`src/sleep_pkg.sv`:
```
/*
 * Sleep controller package: register offsets, field positions, reset
 * values, sleep mode codes, controller states and wake-up timing.
 * Assumes nothing of its surroundings; imported by the sleep controller.
 */
package sleep_pkg;

	// register byte addresses on the Avalon-MM slave
	localparam logic [3:0] sleep_control_off = 4'h0;
	localparam logic [3:0] peripheral_gate_off = 4'h4;
	localparam logic [3:0] sleep_status_off = 4'h8;

	// sleep_control_reg fields and the reset values of both registers
	localparam int sleep_allow_pos = 0;
	localparam int sleep_select_lsb = 1;
	localparam logic [7:0] sleep_control_rst = 8'h00;
	localparam logic [6:0] peripheral_gate_rst = 7'h00;

	// gate bit positions in peripheral_clock_gate_reg
	localparam int gate_adc_pos = 0;
	localparam int gate_lin_pos = 1;
	localparam int gate_spi_pos = 2;
	localparam int gate_tim0_pos = 3;
	localparam int gate_tim1_pos = 4;
	localparam int gate_psc_pos = 5;
	localparam int gate_can_pos = 6;

	localparam logic [2:0] mode_idle = 3'h0;
	localparam logic [2:0] mode_adc_nr = 3'h1;
	localparam logic [2:0] mode_power_down = 3'h2;
	localparam logic [2:0] mode_standby = 3'h6;

	// wake-up timing in core clock cycles
	localparam int standby_wake_cycles = 6;
	localparam int halt_extra_cycles = 4;

	typedef enum logic [4:0] {
		st_active = 5'b0_0001,
		st_sleep = 5'b0_0010,
		st_startup = 5'b0_0100,
		st_halt = 5'b0_1000,
		st_resume = 5'b1_0000
	} ctl_state_type;

endpackage

```
`src/sleep_ctl.sv`:
```
/*
 * Sleep controller: sleep entry, per-mode clock domain gating, wake-up
 * source filtering, start-up delay and per-peripheral clock gating.
 * Assumes a core that raises sleep_instr for one cycle on a sleep
 * instruction and waits for resume, and clock-gate cells downstream
 * that latch their enables on the low phase of each gated clock.
 */
// Design decisions made here: the register addresses and the Avalon-MM interface to the registers.
// Contract
// - sleep happens only when sleep-allow bit set at sleep instruction
// - code 000 idle: stop cpu and flash clocks only
// - code 001 adc noise reduction: stop io, cpu, flash clocks
// - in adc noise reduction timers run only from external clock pins
// - code 010 power-down: oscillator and all generated clocks stop
// - code 110 standby needs crystal option; oscillator keeps running
// - standby start-up ends six cycles after wake condition
// - interrupt wake halts core four cycles beyond start-up, then services
// - register file and sram contents survive wake-up
// - reset during sleep wakes core to reset vector
// - idle honours every wake source
// - adc noise reduction wakes only on listed sources, level external
// - power-down wakes on resets, power stage, level external only
// - power-down wake delayed by fuse-selected reset time-out
// - entering idle or adc noise reduction starts adc conversion
// - pll runs in idle and adc nr; main source off in power-down
// - set gate bit stops peripheral clock and blocks its io access
// - clear gate bit restarts peripheral in its prior state
// - gate bits matter only in active and idle modes
// - codes 011, 100, 101, 111 reserved
// - one gate bit per peripheral: can, psc, timers, spi, lin, adc
`timescale 1ns/1ps
module sleep_ctl
	import sleep_pkg::*;
#(
	parameter int startup_cycles = 16384, // fuse-selected reset time-out
	parameter int count_width = 16
) (
	input wire logic mclk, // 250 MHz core clock
	input wire logic rst_n, // synchronous reset, active low
	input wire logic [3:0] avs_address, // byte address
	input wire logic avs_read, // read request
	input wire logic avs_write, // write request
	input wire logic [31:0] avs_writedata, // write data
	output logic [31:0] avs_readdata, // read data
	output logic avs_waitrequest, // stall
	input wire logic sleep_instr, // core executes sleep, one pulse
	input wire logic crystal_selected, // external crystal clock option
	input wire logic adc_enabled, // adc enable from adc block
	input wire logic [3:0] external_irq_lines, // raw external irq levels
	input wire logic [3:0] ext_irq_level_mode, // 1: line is level type
	input wire logic [3:0] ext_irq_pending, // enabled external irq flags
	input wire logic power_stage_ctl_irq, // power stage controller irq
	input wire logic self_program_op_irq, // self-program/eeprom ready
	input wire logic adc_done_irq, // adc conversion complete
	input wire logic watchdog_unit_irq, // watchdog interrupt
	input wire logic timer_irq, // timer/counter interrupts
	input wire logic other_io_irq, // other i/o interrupts
	input wire logic wake_reset, // external, watchdog or brown-out reset
	output logic cpu_clk_en, // cpu clock enable
	output logic flash_clk_en, // flash clock enable
	output logic io_clk_en, // i/o clock enable
	output logic adc_clk_en, // adc clock enable
	output logic pll_clk_en, // pll clock enable
	output logic main_osc_en, // main clock source enable
	output logic timer_ext_only, // timers limited to pin clocks
	output logic [6:0] periph_clk_en, // per-peripheral clock enables
	output logic [6:0] periph_io_block, // block peripheral register access
	output logic adc_auto_start, // start adc conversion, one pulse
	output logic core_halt, // core held in sleep or wake delay
	output logic resume_pulse, // core resumes after sleep, one pulse
	output logic reset_wake // reset seen in sleep, restart at vector
);

	// refuse a counter too narrow for the fuse-selected time-out
	if (count_width < 4 || startup_cycles < 1 ||
		startup_cycles >= (1 << count_width)) begin : bad_params
		$error("sleep_ctl: bad count parameters");
	end

	function automatic logic mode_valid(input logic [2:0] m);
		return m == mode_idle || m == mode_adc_nr ||
			m == mode_power_down || m == mode_standby;
	endfunction

	ctl_state_type state, next_state;
	logic [7:0] sleep_control_reg, next_sleep_control_reg;
	logic [6:0] peripheral_clock_gate_reg, next_peripheral_clock_gate_reg;
	logic [2:0] mode, next_mode;
	logic [count_width-1:0] count, next_count;
	logic [31:0] next_readdata;
	logic ack, next_ack;
	logic cpu_q, flash_q, io_q, adc_q, pll_q, osc_q, ext_q;
	logic next_cpu, next_flash, next_io, next_adc, next_pll, next_osc;
	logic next_ext;
	logic [6:0] pclk_q, next_pclk;
	logic start_q, next_start, resume_q, next_resume, rstw_q, next_rstw;
	logic sleep_allow_bit;
	logic [2:0] sleep_select_field;
	logic wake_irq;
	logic [3:0] level_ext;

	assign sleep_allow_bit = sleep_control_reg[sleep_allow_pos];
	assign sleep_select_field = sleep_control_reg[sleep_select_lsb +: 3];
	// only level-type lines that are actually asserted count in deep modes
	assign level_ext = ext_irq_pending & ext_irq_level_mode;

	// wake source filter per mode
	always_comb begin
		case (mode)
			mode_idle: wake_irq = |ext_irq_pending || power_stage_ctl_irq ||
				self_program_op_irq || adc_done_irq || watchdog_unit_irq ||
				timer_irq || other_io_irq;
			mode_adc_nr: wake_irq = |level_ext || adc_done_irq ||
				timer_irq || self_program_op_irq;
			// power-down and standby, edge irqs ignored
			default: wake_irq = |level_ext || power_stage_ctl_irq;
		endcase
	end

	// avalon slave: one wait cycle then answer
	always_comb begin
		next_ack = (avs_read || avs_write) && !ack;
		next_readdata = '0;
		next_sleep_control_reg = sleep_control_reg;
		next_peripheral_clock_gate_reg = peripheral_clock_gate_reg;
		// read data latch early so they stand at the answer edge
		if (avs_read && !ack) begin
			if (avs_address == sleep_control_off) begin
				next_readdata = {24'h00_0000, 4'h0, sleep_control_reg[3:0]};
			end else if (avs_address == peripheral_gate_off) begin
				next_readdata = {25'h000_0000, peripheral_clock_gate_reg};
			end else if (avs_address == sleep_status_off) begin
				next_readdata = {24'h00_0000, 3'h0, state};
			end
		end
		// writes commit on the answer edge, when the master sees it
		if (avs_write && ack) begin
			if (avs_address == sleep_control_off) begin
				next_sleep_control_reg = {4'h0, avs_writedata[3:0]};
			end else if (avs_address == peripheral_gate_off) begin
				next_peripheral_clock_gate_reg = avs_writedata[6:0];
			end
		end
	end

	always_ff @(posedge mclk) begin
		if (!rst_n) begin
			ack <= 1'b0;
			avs_readdata <= 32'h0000_0000;
			sleep_control_reg <= sleep_control_rst;
			peripheral_clock_gate_reg <= peripheral_gate_rst;
		end else begin
			ack <= next_ack;
			avs_readdata <= next_readdata;
			sleep_control_reg <= next_sleep_control_reg;
			peripheral_clock_gate_reg <= next_peripheral_clock_gate_reg;
		end
	end

	// fixed single wait state keeps readdata registered
	assign avs_waitrequest = (avs_read || avs_write) && !ack;

	// sleep sequencer
	always_comb begin
		next_state = state;
		next_mode = mode;
		next_count = count;
		next_start = 1'b0;
		next_resume = 1'b0;
		next_rstw = 1'b0;
		case (state)
			st_active: begin
				// allow bit sampled at the sleep instruction
				if (sleep_instr && sleep_allow_bit &&
					mode_valid(sleep_select_field) &&
					(sleep_select_field != mode_standby ||
					crystal_selected)) begin
					next_mode = sleep_select_field;
					next_state = st_sleep;
					// adc auto start in idle and adc nr
					next_start = adc_enabled &&
						(sleep_select_field == mode_idle ||
						sleep_select_field == mode_adc_nr);
				end
			end
			st_sleep: begin
				// reset wakes to the reset vector
				if (wake_reset) begin
					next_rstw = 1'b1;
					next_state = st_active;
				end else if (wake_irq) begin
					next_state = st_startup;
					if (mode == mode_power_down) begin
						next_count = count_width'(startup_cycles - 1);
					end else if (mode == mode_standby) begin
						next_count = count_width'(standby_wake_cycles - 1);
					end else begin
						next_count = '0;
					end
				end
			end
			st_startup: begin
				if (wake_reset) begin
					next_rstw = 1'b1;
					next_state = st_active;
				end else if (count == '0) begin
					next_count = count_width'(halt_extra_cycles - 1);
					next_state = st_halt;
				end else begin
					next_count = count - 1'b1;
				end
			end
			st_halt: begin
				if (count == '0) begin
					next_state = st_resume;
				end else begin
					next_count = count - 1'b1;
				end
			end
			st_resume: begin
				// state is kept by clock stop, never reset here
				next_resume = 1'b1;
				next_state = st_active;
			end
			default: next_state = st_active;
		endcase
	end

	// clock domain enables from the next state
	always_comb begin
		next_cpu = 1'b1;
		next_flash = 1'b1;
		next_io = 1'b1;
		next_adc = 1'b1;
		next_pll = 1'b1;
		next_osc = 1'b1;
		next_ext = 1'b0;
		if (next_state == st_sleep || next_state == st_startup) begin
			next_cpu = 1'b0;
			next_flash = 1'b0;
			case (next_mode)
				// idle keeps io, adc, pll, oscillator
				mode_idle: next_io = 1'b1;
				mode_adc_nr: begin
					next_io = 1'b0;
					next_ext = 1'b1;
				end
				mode_standby: begin
					next_io = 1'b0;
					next_adc = 1'b0;
					next_pll = 1'b0;
				end
				default: begin
					next_io = 1'b0;
					next_adc = 1'b0;
					next_pll = 1'b0;
					next_osc = 1'b0;
				end
			endcase
			// clocks restart in the last start-up cycle, oscillator too in power-down
			if (next_state == st_startup && next_count == '0) begin
				next_io = 1'b1;
				next_adc = 1'b1;
				next_pll = 1'b1;
				next_osc = 1'b1;
				next_ext = 1'b0;
			end
		end
		// only meaningful while io clock runs
		next_pclk = ~next_peripheral_clock_gate_reg & {7{next_io}};
	end

	always_ff @(posedge mclk) begin
		if (!rst_n) begin
			state <= st_active;
			mode <= mode_idle;
			count <= '0;
			start_q <= 1'b0;
			resume_q <= 1'b0;
			rstw_q <= 1'b0;
			cpu_q <= 1'b1;
			flash_q <= 1'b1;
			io_q <= 1'b1;
			adc_q <= 1'b1;
			pll_q <= 1'b1;
			osc_q <= 1'b1;
			ext_q <= 1'b0;
			pclk_q <= 7'h7f;
		end else begin
			state <= next_state;
			mode <= next_mode;
			count <= next_count;
			start_q <= next_start;
			resume_q <= next_resume;
			rstw_q <= next_rstw;
			cpu_q <= next_cpu;
			flash_q <= next_flash;
			io_q <= next_io;
			adc_q <= next_adc;
			pll_q <= next_pll;
			osc_q <= next_osc;
			ext_q <= next_ext;
			pclk_q <= next_pclk;
		end
	end

	// registered enables, latched low-phase by downstream gate cells
	assign cpu_clk_en = cpu_q;
	assign flash_clk_en = flash_q;
	assign io_clk_en = io_q;
	assign adc_clk_en = adc_q;
	assign pll_clk_en = pll_q;
	assign main_osc_en = osc_q;
	assign timer_ext_only = ext_q;
	assign periph_clk_en = pclk_q;
	assign periph_io_block = peripheral_clock_gate_reg;
	assign adc_auto_start = start_q;
	assign core_halt = state != st_active;
	assign resume_pulse = resume_q;
	assign reset_wake = rstw_q;

endmodule

```
`config.mk`:
```
export PLATFORM = sky130hd
export DESIGN_NAME = sleep_ctl
export DESIGN_NICKNAME = d
export VERILOG_FILES = /design/src/sleep_pkg.sv /design/src/sleep_ctl.sv
export SDC_FILE = /design/constraint.sdc
export NUM_CORES = 1
export LEC_CHECK = 0
export BUFFER_PORTS_ARGS = -buffer_cell sky130_fd_sc_hd__clkbuf_2
export CAP_MARGIN = 15
export CORE_MARGIN = 2
export CORE_UTILIZATION = 45
export DETAILED_ROUTE_END_ITERATION = 10
export GPL_ROUTABILITY_DRIVEN = 0
export PLACE_DENSITY = 0.71
export SLEW_MARGIN = 20
export SYNTH_ARGS = -nofsm -noshare
export SYNTH_HDL_FRONTEND = slang
export SYNTH_SLANG_ARGS = --single-unit
```
`constraint.sdc`:
```
create_clock -name mclk -period 3.9 [get_ports mclk]
set_input_delay 0.195 -clock mclk [delete_from_list [all_inputs] [get_ports mclk]]
set_output_delay 0.195 -clock mclk [all_outputs]
set_load 0.01 [all_outputs]
```
* Yosys cells after proc, flatten, opt, wreduce, memory -nomap -nowiden
Index checks and enable logic that the tools add are counted.
Word-level totals: flip-flop bits (word level) 83, input bits 62, output and inout bits 58, logic and storage cells 120
Operators by class: add/sub/neg operators 1, eq/ne operators 19, mux-type cells 33, bitwise gates (word level) 6, reductions and logical operators 43
Operators with widths (number):
- 16-bit 2-to-1 mux | 5
- 16-bit one-hot mux with 3 select lines | 1
- 5-bit 2-to-1 mux | 7
- 16-bit logical NOT | 2
- 7-bit 2-to-1 mux | 4
- 5-bit one-hot mux with 4 select lines | 1
- 1-bit logical OR | 16
- 16-bit by 1-bit subtractor with 16-bit output, second input constant | 1
- 14-bit 2-to-1 mux | 1
- 4-bit OR reduction | 3
- 5-bit by 2-bit == test with 1-bit output, second input constant | 2
- 5-bit by 3-bit == test with 1-bit output, second input constant | 2
- 3-bit by 1-bit == test with 1-bit output, second input constant | 3
- 3-bit == test, second input constant | 3
- 3-bit logical NOT | 3
- 1-bit 2-to-1 mux | 9
- 3-bit 2-to-1 mux | 3
- 3-bit OR reduction | 3
- 1-bit logical AND | 8
- 7-bit bitwise AND | 1
- 7-bit NOT | 1
- 3-bit by 2-bit == test with 1-bit output, second input constant | 2
- 2-bit AND reduction | 3
- 5-bit by 1-bit == test with 1-bit output, second input constant | 1
- other kinds (14) | 17

* Logic depth before layout (Yosys ltp)
Gate-level depths: netlist of run 1.
depth after elaboration 16, mapped depth 14, depth with buffers taken out 13

* Worst setup path after synthesis of run 1
No wires, ideal clock.
kind flip-flop to flip-flop, start point reg count[0], end point reg pclk_q[1] (netlist: periph_clk_en[1]), setup time 0.078 ns, arrival time 2.640 ns, data required time 3.822 ns, slack 1.182 ns, stages on the path, launching flop included 15, clock period less this slack 2.718 ns, cell sequence dfxtp_1 > inv_1 > ha_1 > nor4b_1 > and4_1 > buf_6 > inv_2 > ha_1 > inv_1 > o22ai_1 > a211oi_1 > nand3_1 > nor4b_4 > a31oi_4 > nor3_1
On the way: cells in the longest elaborated chain, start to end 9, elaborated cells on any way between the ends 20, classes of those cells add/sub (1); eq/ne (2); mux (12); bitwise (1); reduce/logical (4)
RTL lines:
- from (decl) | RTL line sleep_ctl.sv:89 | logic [count_width-1:0] count, next_count;
- from (signal assigned) | RTL line sleep_ctl.sv:292 | count <= next_count;
- 16-bit by 1-bit subtractor with 16-bit output or 16-bit logical NOT (tied branches)
- 16-bit 2-to-1 mux or 5-bit 2-to-1 mux (tied branches) | RTL line sleep_ctl.sv:206 | end else if (count == '0) begin
- 16-bit 2-to-1 mux or 5-bit 2-to-1 mux (tied branches) | RTL line sleep_ctl.sv:203 | if (wake_reset) begin
- 16-bit one-hot mux with 3 select lines or 5-bit one-hot mux with 4 select lines (tied branches) | RTL line sleep_ctl.sv:171 | case (state)
- 16-bit logical NOT or 5-bit by 3-bit == test with 1-bit output (tied branches) | RTL line sleep_ctl.sv:261, sleep_ctl.sv:238
- 1-bit logical AND | RTL line sleep_ctl.sv:261 | if (next_state == st_startup && next_count == '0) begin
- 1-bit 2-to-1 mux | RTL line sleep_ctl.sv:261
- 1-bit 2-to-1 mux (*) | RTL line sleep_ctl.sv:238 | if (next_state == st_sleep || next_state == st_startup) begin
- 7-bit bitwise AND (*) | RTL line sleep_ctl.sv:270 | next_pclk = ~next_peripheral_clock_gate_reg & {7{next_io}};
- to (signal assigned) | RTL line sleep_ctl.sv:303 | pclk_q <= next_pclk;
- to (decl) | RTL line sleep_ctl.sv:95 | logic [6:0] pclk_q, next_pclk;
Mark *: on every way between the ends. The rest lies on a longest branch, timed or not. A chain may end at the register's enable or synchronous reset.

* Worst setup path after layout of run 1
start point reg count[0], end point reg pclk_q[5] (netlist: periph_clk_en[5])
Same word-level chain as after synthesis.

==> impl_metrics.tcl, run 1 <==
set metrics [dict create \
    cts_resized 0 \
    drc 0 \
    yosys.area.top_type_share_pct 33.2 \
    min_period_ps 3170 \
    fp.dieH_um 92.2 \
    cp.required_ps 4150 \
    yosysMostFrequentCell "dfxtp_1" \
    hp-class "input pin to flip-flop" \
    start_util_pct 45.8 \
    grt.total_usage_pct 21.8 \
    muxShareOfSynthArea_pct 4.00 \
    synthFlopType "dfxtp_1" \
    slew_headroom_pct 31.0 \
    synth_compound_area_share_pct 21.0 \
    setup_viol 0 \
    routed_via_density 5.67 \
    cp-start-kind "flip-flop" \
    synthAdderAreaFrac_pct 1.07 \
    path_class "flip-flop to flip-flop" \
    rsz0062_at_grt "no" \
    max_freq_mhz 315 \
    nNetsFinal 546 \
    netlist_area_um2 3500 \
    cap_violations 0 \
    synth.distinct_cells 77 \
    totalWireLength_mm 9.18 \
    setup_tns_ps 0 \
    synth-simple-area-share_pct 29.2 \
    ff2ff_setup_slack_ps 730 \
    worstSkewPairLatency_ps 340 \
    drv_slew 0 \
    avgSynthCellArea_um2 8.24 \
    htree_levels 3 \
    core_um2 7650 \
    io_pins 120 \
    dieArea_um2 8500 \
    wl_per_cell_um 15.6 \
    nFillCells 743 \
    whs_ps 60.9 \
    grt_overflow_total 0 \
    portBuffers 65 \
    num_vias 3335 \
    dp_hpwl_mm 6.71 \
    antenna_found_initial 0 \
    synth_seq_cells 58 \
    skew_ps 10.2 \
    chipWidth_um 92.2 \
    synthCells 425 \
    grt_pass1_vias 2972 \
    worst_pin_slew_ps 1030 \
    antenna_left 0 \
    synth-xor-area-share_pct 0.750 \
    cts_buffers 9 \
    numClockSinks 58 \
    grt_pass1_wl_mm 14.7 \
    cts_root_buf "clkbuf_8" \
    endpoint_kind "flip-flop" \
    power.density_nw_per_um2 324 \
    yosys.area.top_type "dfxtp_1" \
    pre_cts_ws_ps 800 \
    final_layout_size_suffix_gt1_share_pct 23.9 \
    cts_setup_buffers 0 \
    synthArstFlopShare_pct 0 \
    cts-hold-fix-buffers 0 \
    clock_path_buffers 2 \
    synthTopCellsByCount "58 x dfxtp_1, 49 x nor2_1, 29 x a21oi_1" \
    drt_first_pass_iters 5 \
    finalHoldViolCount 0 \
    synth_edf_count 0 \
    tritoncts "done" \
    ff2ff_path_depth 13 \
    yosys-top-cells-area "dfxtp_1 33%, buf_4 6.0%, nor2_1 5.3%" \
    vdd_drop_max_v 0.000220 \
    fin_ws_ps 728 \
    yosysSeqAreaShare_pct 33.2 \
    diodes 0 \
    largest_register_ffs 16 \
    ys_warn_count 0 \
    largest-register "count" \
    fin_crit_sh_pct 81.3 \
    num_rows 32 \
    hold_depth 3 \
    outcome "complete, no violations" \
    drt_iter0_drc 267 \
    clkTransAtPathRegs_ps 70 \
    grt_start_max_net_pins 26 \
    worstPathMaxFanout 8 \
    worstPathArrival_ps 3430 \
    synth_top_family_by_area "simple AND/OR/NAND/NOR gates" \
    syn_to_final_growth_pct 12.9 \
    p_leak_uw 0.00157 \
]
-- where the power goes --
part | internal (uW) | leakage, uW | total (uW) | switching (uW)
Sequential | 595 | 0.000468 | 599 | 4.12
Clock | 329 | 0.0000986 | 580 | 251
Combinational | 34.6 | 0.00100 | 100 | 65.7
-- placed cells by master (no fill, tap or decap), drive strengths merged, types with 3 or more instances in the layout --
cell / instances
a211oi: 9
a21o: 3
a21oi: 32
a22oi: 3
a31oi: 9
and2: 9
and3: 7
clkbuf: 77
conb: 25
dfxtp: 58
ha: 3
inv: 17
mux2i: 14
nand2: 20
nand2b: 6
nand3: 10
nand3b: 3
nand4: 3
nor2: 53
nor2b: 3
nor3: 28
nor3b: 4
nor4: 13
nor4b: 5
o211ai: 3
o21ai: 27
o41ai: 3
or4: 5
-- routing by layer --
layer,routed length (um),share of wire (%),GRT usage (%),vias to the layer above
met1,4280,47,30.7,1559
met2,4140,45,32.6,145
li1,-,-,-,1609
met5,0,0,0,-
met4,182,2.0,7.46,0
met3,576,6.3,5.01,22
-- final timing paths --
kind / startpoint / to
max: count[0] / periph_clk_en[5]
min: adc_enabled / adc_auto_start
max reg2reg: count[0] / periph_clk_en[5]
min reg2reg: periph_io_block[4] / avs_readdata[4]
-- worst max-delay path: stages (launching register included) --
cell and delay (ps):
dfxtp_1 390, inv_1 150, ha_1 160, nor4b_1 330
and4_1 290, inv_2 100, ha_1 280, inv_1 50
o22ai_1 60, a211oi_1 300, nand3_1 210, nor4b_4 380
a31oi_4 170, nor3_1 220
-- final cells by class --
| cell class | instances | area, um^2 | area share (%) |
|---|---|---|---|
| multi-input combinational | 328 | 2060 | 52.1 |
| timing repair buffer | 66 | 333 | 8.42 |
| inverter | 18 | 67.6 | 1.71 |
| clock inverter | 4 | 50.0 | 1.27 |
| sequential | 58 | 1160 | 29.4 |
| clock buffer | 12 | 155 | 3.92 |
| tap | 102 | 128 | 3.23 |
-- cells by family (layout without fill, tap and decap cells) --
family	after synthesis	after routing
AND/OR/NAND/NOR	176	176
buffers and inverters	63	100
adder cells (fa/ha/maj)	3	3
AO/OA/AOI/OAI	107	107
multiplexers	14	14
flip-flops	58	58
other	1	25
XOR/XNOR	3	3
-- through the flow --
step | area, um^2 | power (uW) | utilization [%] | instances
floorplan | 3590 | 697 | - | 449
global placement | 3750 | 710 | 49.0 | 572
detailed placement | 3750 | 711 | 49.0 | 572
CTS | 3960 | 1280 | 51.7 | 588
global route | 3960 | 1320 | 51.7 | 588
finish | 3960 | 1280 | 51.7 | 588
No activity file was read; power rests on OpenSTA's default activity.
==> run 2: changes to the inputs <==
--- a/config.mk
+++ b/config.mk
@@ -5,6 +5,7 @@
 export SDC_FILE = /design/constraint.sdc
 export NUM_CORES = 1
 export LEC_CHECK = 0
+export ABC_AREA = 1
 export BUFFER_PORTS_ARGS = -buffer_cell sky130_fd_sc_hd__clkbuf_2
 export CAP_MARGIN = 15
 export CORE_MARGIN = 2
==> constraint.sdc (replaced) <==
create_clock -name mclk -period 3.3 [get_ports mclk]
set_input_delay 0.165 -clock mclk [delete_from_list [all_inputs] [get_ports mclk]]
set_output_delay 0.165 -clock mclk [all_outputs]
set_load 0.01 [all_outputs]
==> impl_metrics.tcl, run 2 <==
set metrics [dict create \
    chipWidth_um 92.1 \
    portBuffers 65 \
    synthFlopType "dfxtp_1" \
    num_vias 3449 \
    synthTopCellsByCount "124 x nand2_1, 83 x nor2_1, 76 x inv_1" \
    wl_met1_mm 3.74 \
    design_area_um2 4030 \
    endpoint_kind "flip-flop" \
    totalWireLength_mm 8.63 \
    start_util_pct 45.9 \
    final_layout_size_suffix_gt1_share_pct 20.3 \
    max_freq_mhz 400 \
    core_um2 7610 \
    grt_pass1_wl_mm 14.5 \
    skew_ps 12.4 \
    ff2ff_setup_slack_ps 800 \
    whs_ps 20.8 \
    cap_violations 0 \
    yosysSeqAreaShare_pct 33.3 \
    vdd_drop_max_v 0.000269 \
    synthAdderAreaFrac_pct 1.08 \
    clockPowerShare_pct 49.1 \
    tritoncts "done" \
    hp-class "input pin to flip-flop" \
    clock_path_buffers 2 \
    fin_crit_sh_pct 75.8 \
    syn_to_final_growth_pct 15.5 \
    grt_start_max_net_pins 25 \
    synth-simple-area-share_pct 39.5 \
    finalHoldViolCount 0 \
    dp_cells 696 \
    dp_hpwl_mm 6.59 \
    routed_via_density 4.84 \
    grt.total_usage_pct 21.3 \
    yosys.area.top_type "dfxtp_1" \
    synth-xor-area-share_pct 0.753 \
    nNetsFinal 670 \
    pre_cts_ws_ps 845 \
    wl_per_cell_um 12.1 \
    drc 0 \
    worstPathArrival_ps 2800 \
    worstPathMaxFanout 16 \
    antenna_found_initial 0 \
    outcome "complete, no violations" \
    yosysMostFrequentCell "nand2_1" \
    rsz0062_at_grt "no" \
    grt_overflow_total 0 \
    combPwrFrac_pct 5.1 \
    diodes 0 \
    cp.required_ps 3600 \
    muxShareOfSynthArea_pct 0 \
    synth_edf_count 0 \
    cts_root_buf "clkbuf_8" \
    p_int_uw 1160 \
    p_leak_uw 0.00214 \
    wl_met3_um 801 \
    wl_met2_mm 3.91 \
    io_pins 120 \
    synth_compound_area_share_pct 8.75 \
    path_class "flip-flop to flip-flop" \
    min_period_ps 2500 \
    switching_share_pct 24.6 \
    synth_top_family_by_area "simple AND/OR/NAND/NOR gates" \
    dieArea_um2 8480 \
    largest-register "count" \
    highest_layer "met4" \
    netSwitchingPower_uw 378 \
    synth_seq_cells 58 \
    clkTransAtPathRegs_ps 70 \
    setup_tns_ps 0 \
    worstSkewPairLatency_ps 360 \
    cts_buffers 9 \
    fin_ws_ps 799 \
    drt_iter0_drc 266 \
    ys_warn_count 0 \
    drv_slew 0 \
    synthArstFlopShare_pct 0 \
    htree_levels 3 \
    yosys.area.top_type_share_pct 33.3 \
    final_cells 712 \
    grt_pass1_vias 3213 \
    layout_common_cells "124 x nand2_1, 83 x nor2_1, 76 x inv_1, 65 x clkbuf_2, 58 x dfxtp_1" \
    yosys-top-cells-area "dfxtp_1 33%, nand2_1 13%, nor2_1 8.9%" \
    setup_viol 0 \
    num_rows 32 \
    synthCells 537 \
    cp-start-kind "flip-flop" \
    fp.dieH_um 92.1 \
    cts_resized 0 \
    cts_setup_buffers 0 \
    cts-hold-fix-buffers 0 \
    largest_register_ffs 16 \
    avgSynthCellArea_um2 6.50 \
    antenna_left 0 \
    seqPwrFrac_pct 45.9 \
    synth.distinct_cells 42 \
    power.density_nw_per_um2 381 \
    placed_area_um2 3800 \
    numClockSinks 58 \
    netlist_area_um2 3490 \
    layout_commonest_cell "nand2_1" \
    drt_first_pass_iters 6 \
]
[run 2: cell types whose count changed after synthesis, moves of 18 or more]
cell     before  now
nand3_1       9   32
inv_1        16   76
nor3_1       26    4
nand2_1      19  124
a21oi_1      29   11
nor2_1       49   83
[run 2: routing by layer]
| metal | GRT usage, % | up-vias |
|---|---|---|
| met1 | 26.6 | 1488 |
| li1 | - | 1786 |
| met5 | 0 | - |
| met4 | 9.33 | 0 |
| met3 | 6.00 | 17 |
| met2 | 34.1 | 158 |
[run 2: cells by family (layout without fill, tap and decap cells)]
kind of cell             after synthesis  count (layout)
flip-flops                            58              58
AND/OR/NAND/NOR                      295             295
AO/OA/AOI/OAI                         54              54
other                                  1              25
buffers and inverters                123             172
adder cells (fa/ha/maj)                3               3
XOR/XNOR                               3               3
[run 2: final cells by class]
type / instances / area (um^2)
Fill cell: 794 / 3580
Multi-Input combinational cell: 380 / 1840
Sequential cell: 58 / 1160
Inverter: 90 / 339
Timing Repair Buffer: 66 / 333
Tap cell: 102 / 128
Clock buffer: 9 / 124
Clock inverter: 7 / 104
[run 2: critical path, cell delays in order, from the launching register on]
cell	delay, ps
dfxtp_1	310
inv_1	170
ha_1	210
nand2_1	70
nor2_2	190
nand2_4	160
ha_1	310
inv_1	50
o22ai_1	80
a21oi_1	180
nand2_1	70
nor2_1	100
nand2_1	50
nor2_1	120
nand2_2	110
nand3_4	140
nand2_1	70
inv_1	50
[run 2: per-stage QoR]
stage | util (%) | total power (uW)
2_1_floorplan | - | 788
3_3_place_gp | 50.0 | 797
3_5_place_dp | 50.0 | 798
4_1_cts | 53.0 | 1550
5_1_grt | 53.0 | 1590
6_report | 53.0 | 1540
[run 2: final timing paths]
| path | from | to | cells after the start |
|---|---|---|---|
| worst min register to register | periph_io_block[5] | avs_readdata[5] | 2 |
| worst max-delay path | count[1] | periph_clk_en[5] | 17 |
| worst max register to register | count[1] | periph_clk_en[5] | 17 |
| worst min-delay path | adc_enabled | adc_auto_start | 3 |
[run 2: power by group through the flow]
stage / Clock [uW] / Sequential, uW / Combinational (uW)
floorplan: 0 / 722 / 66.0
global placement: 0 / 721 / 76.3
detailed placement: 0 / 721 / 77.0
CTS: 767 / 705 / 77.5
global route: 795 / 705 / 86.8
finish: 754 / 705 / 77.8
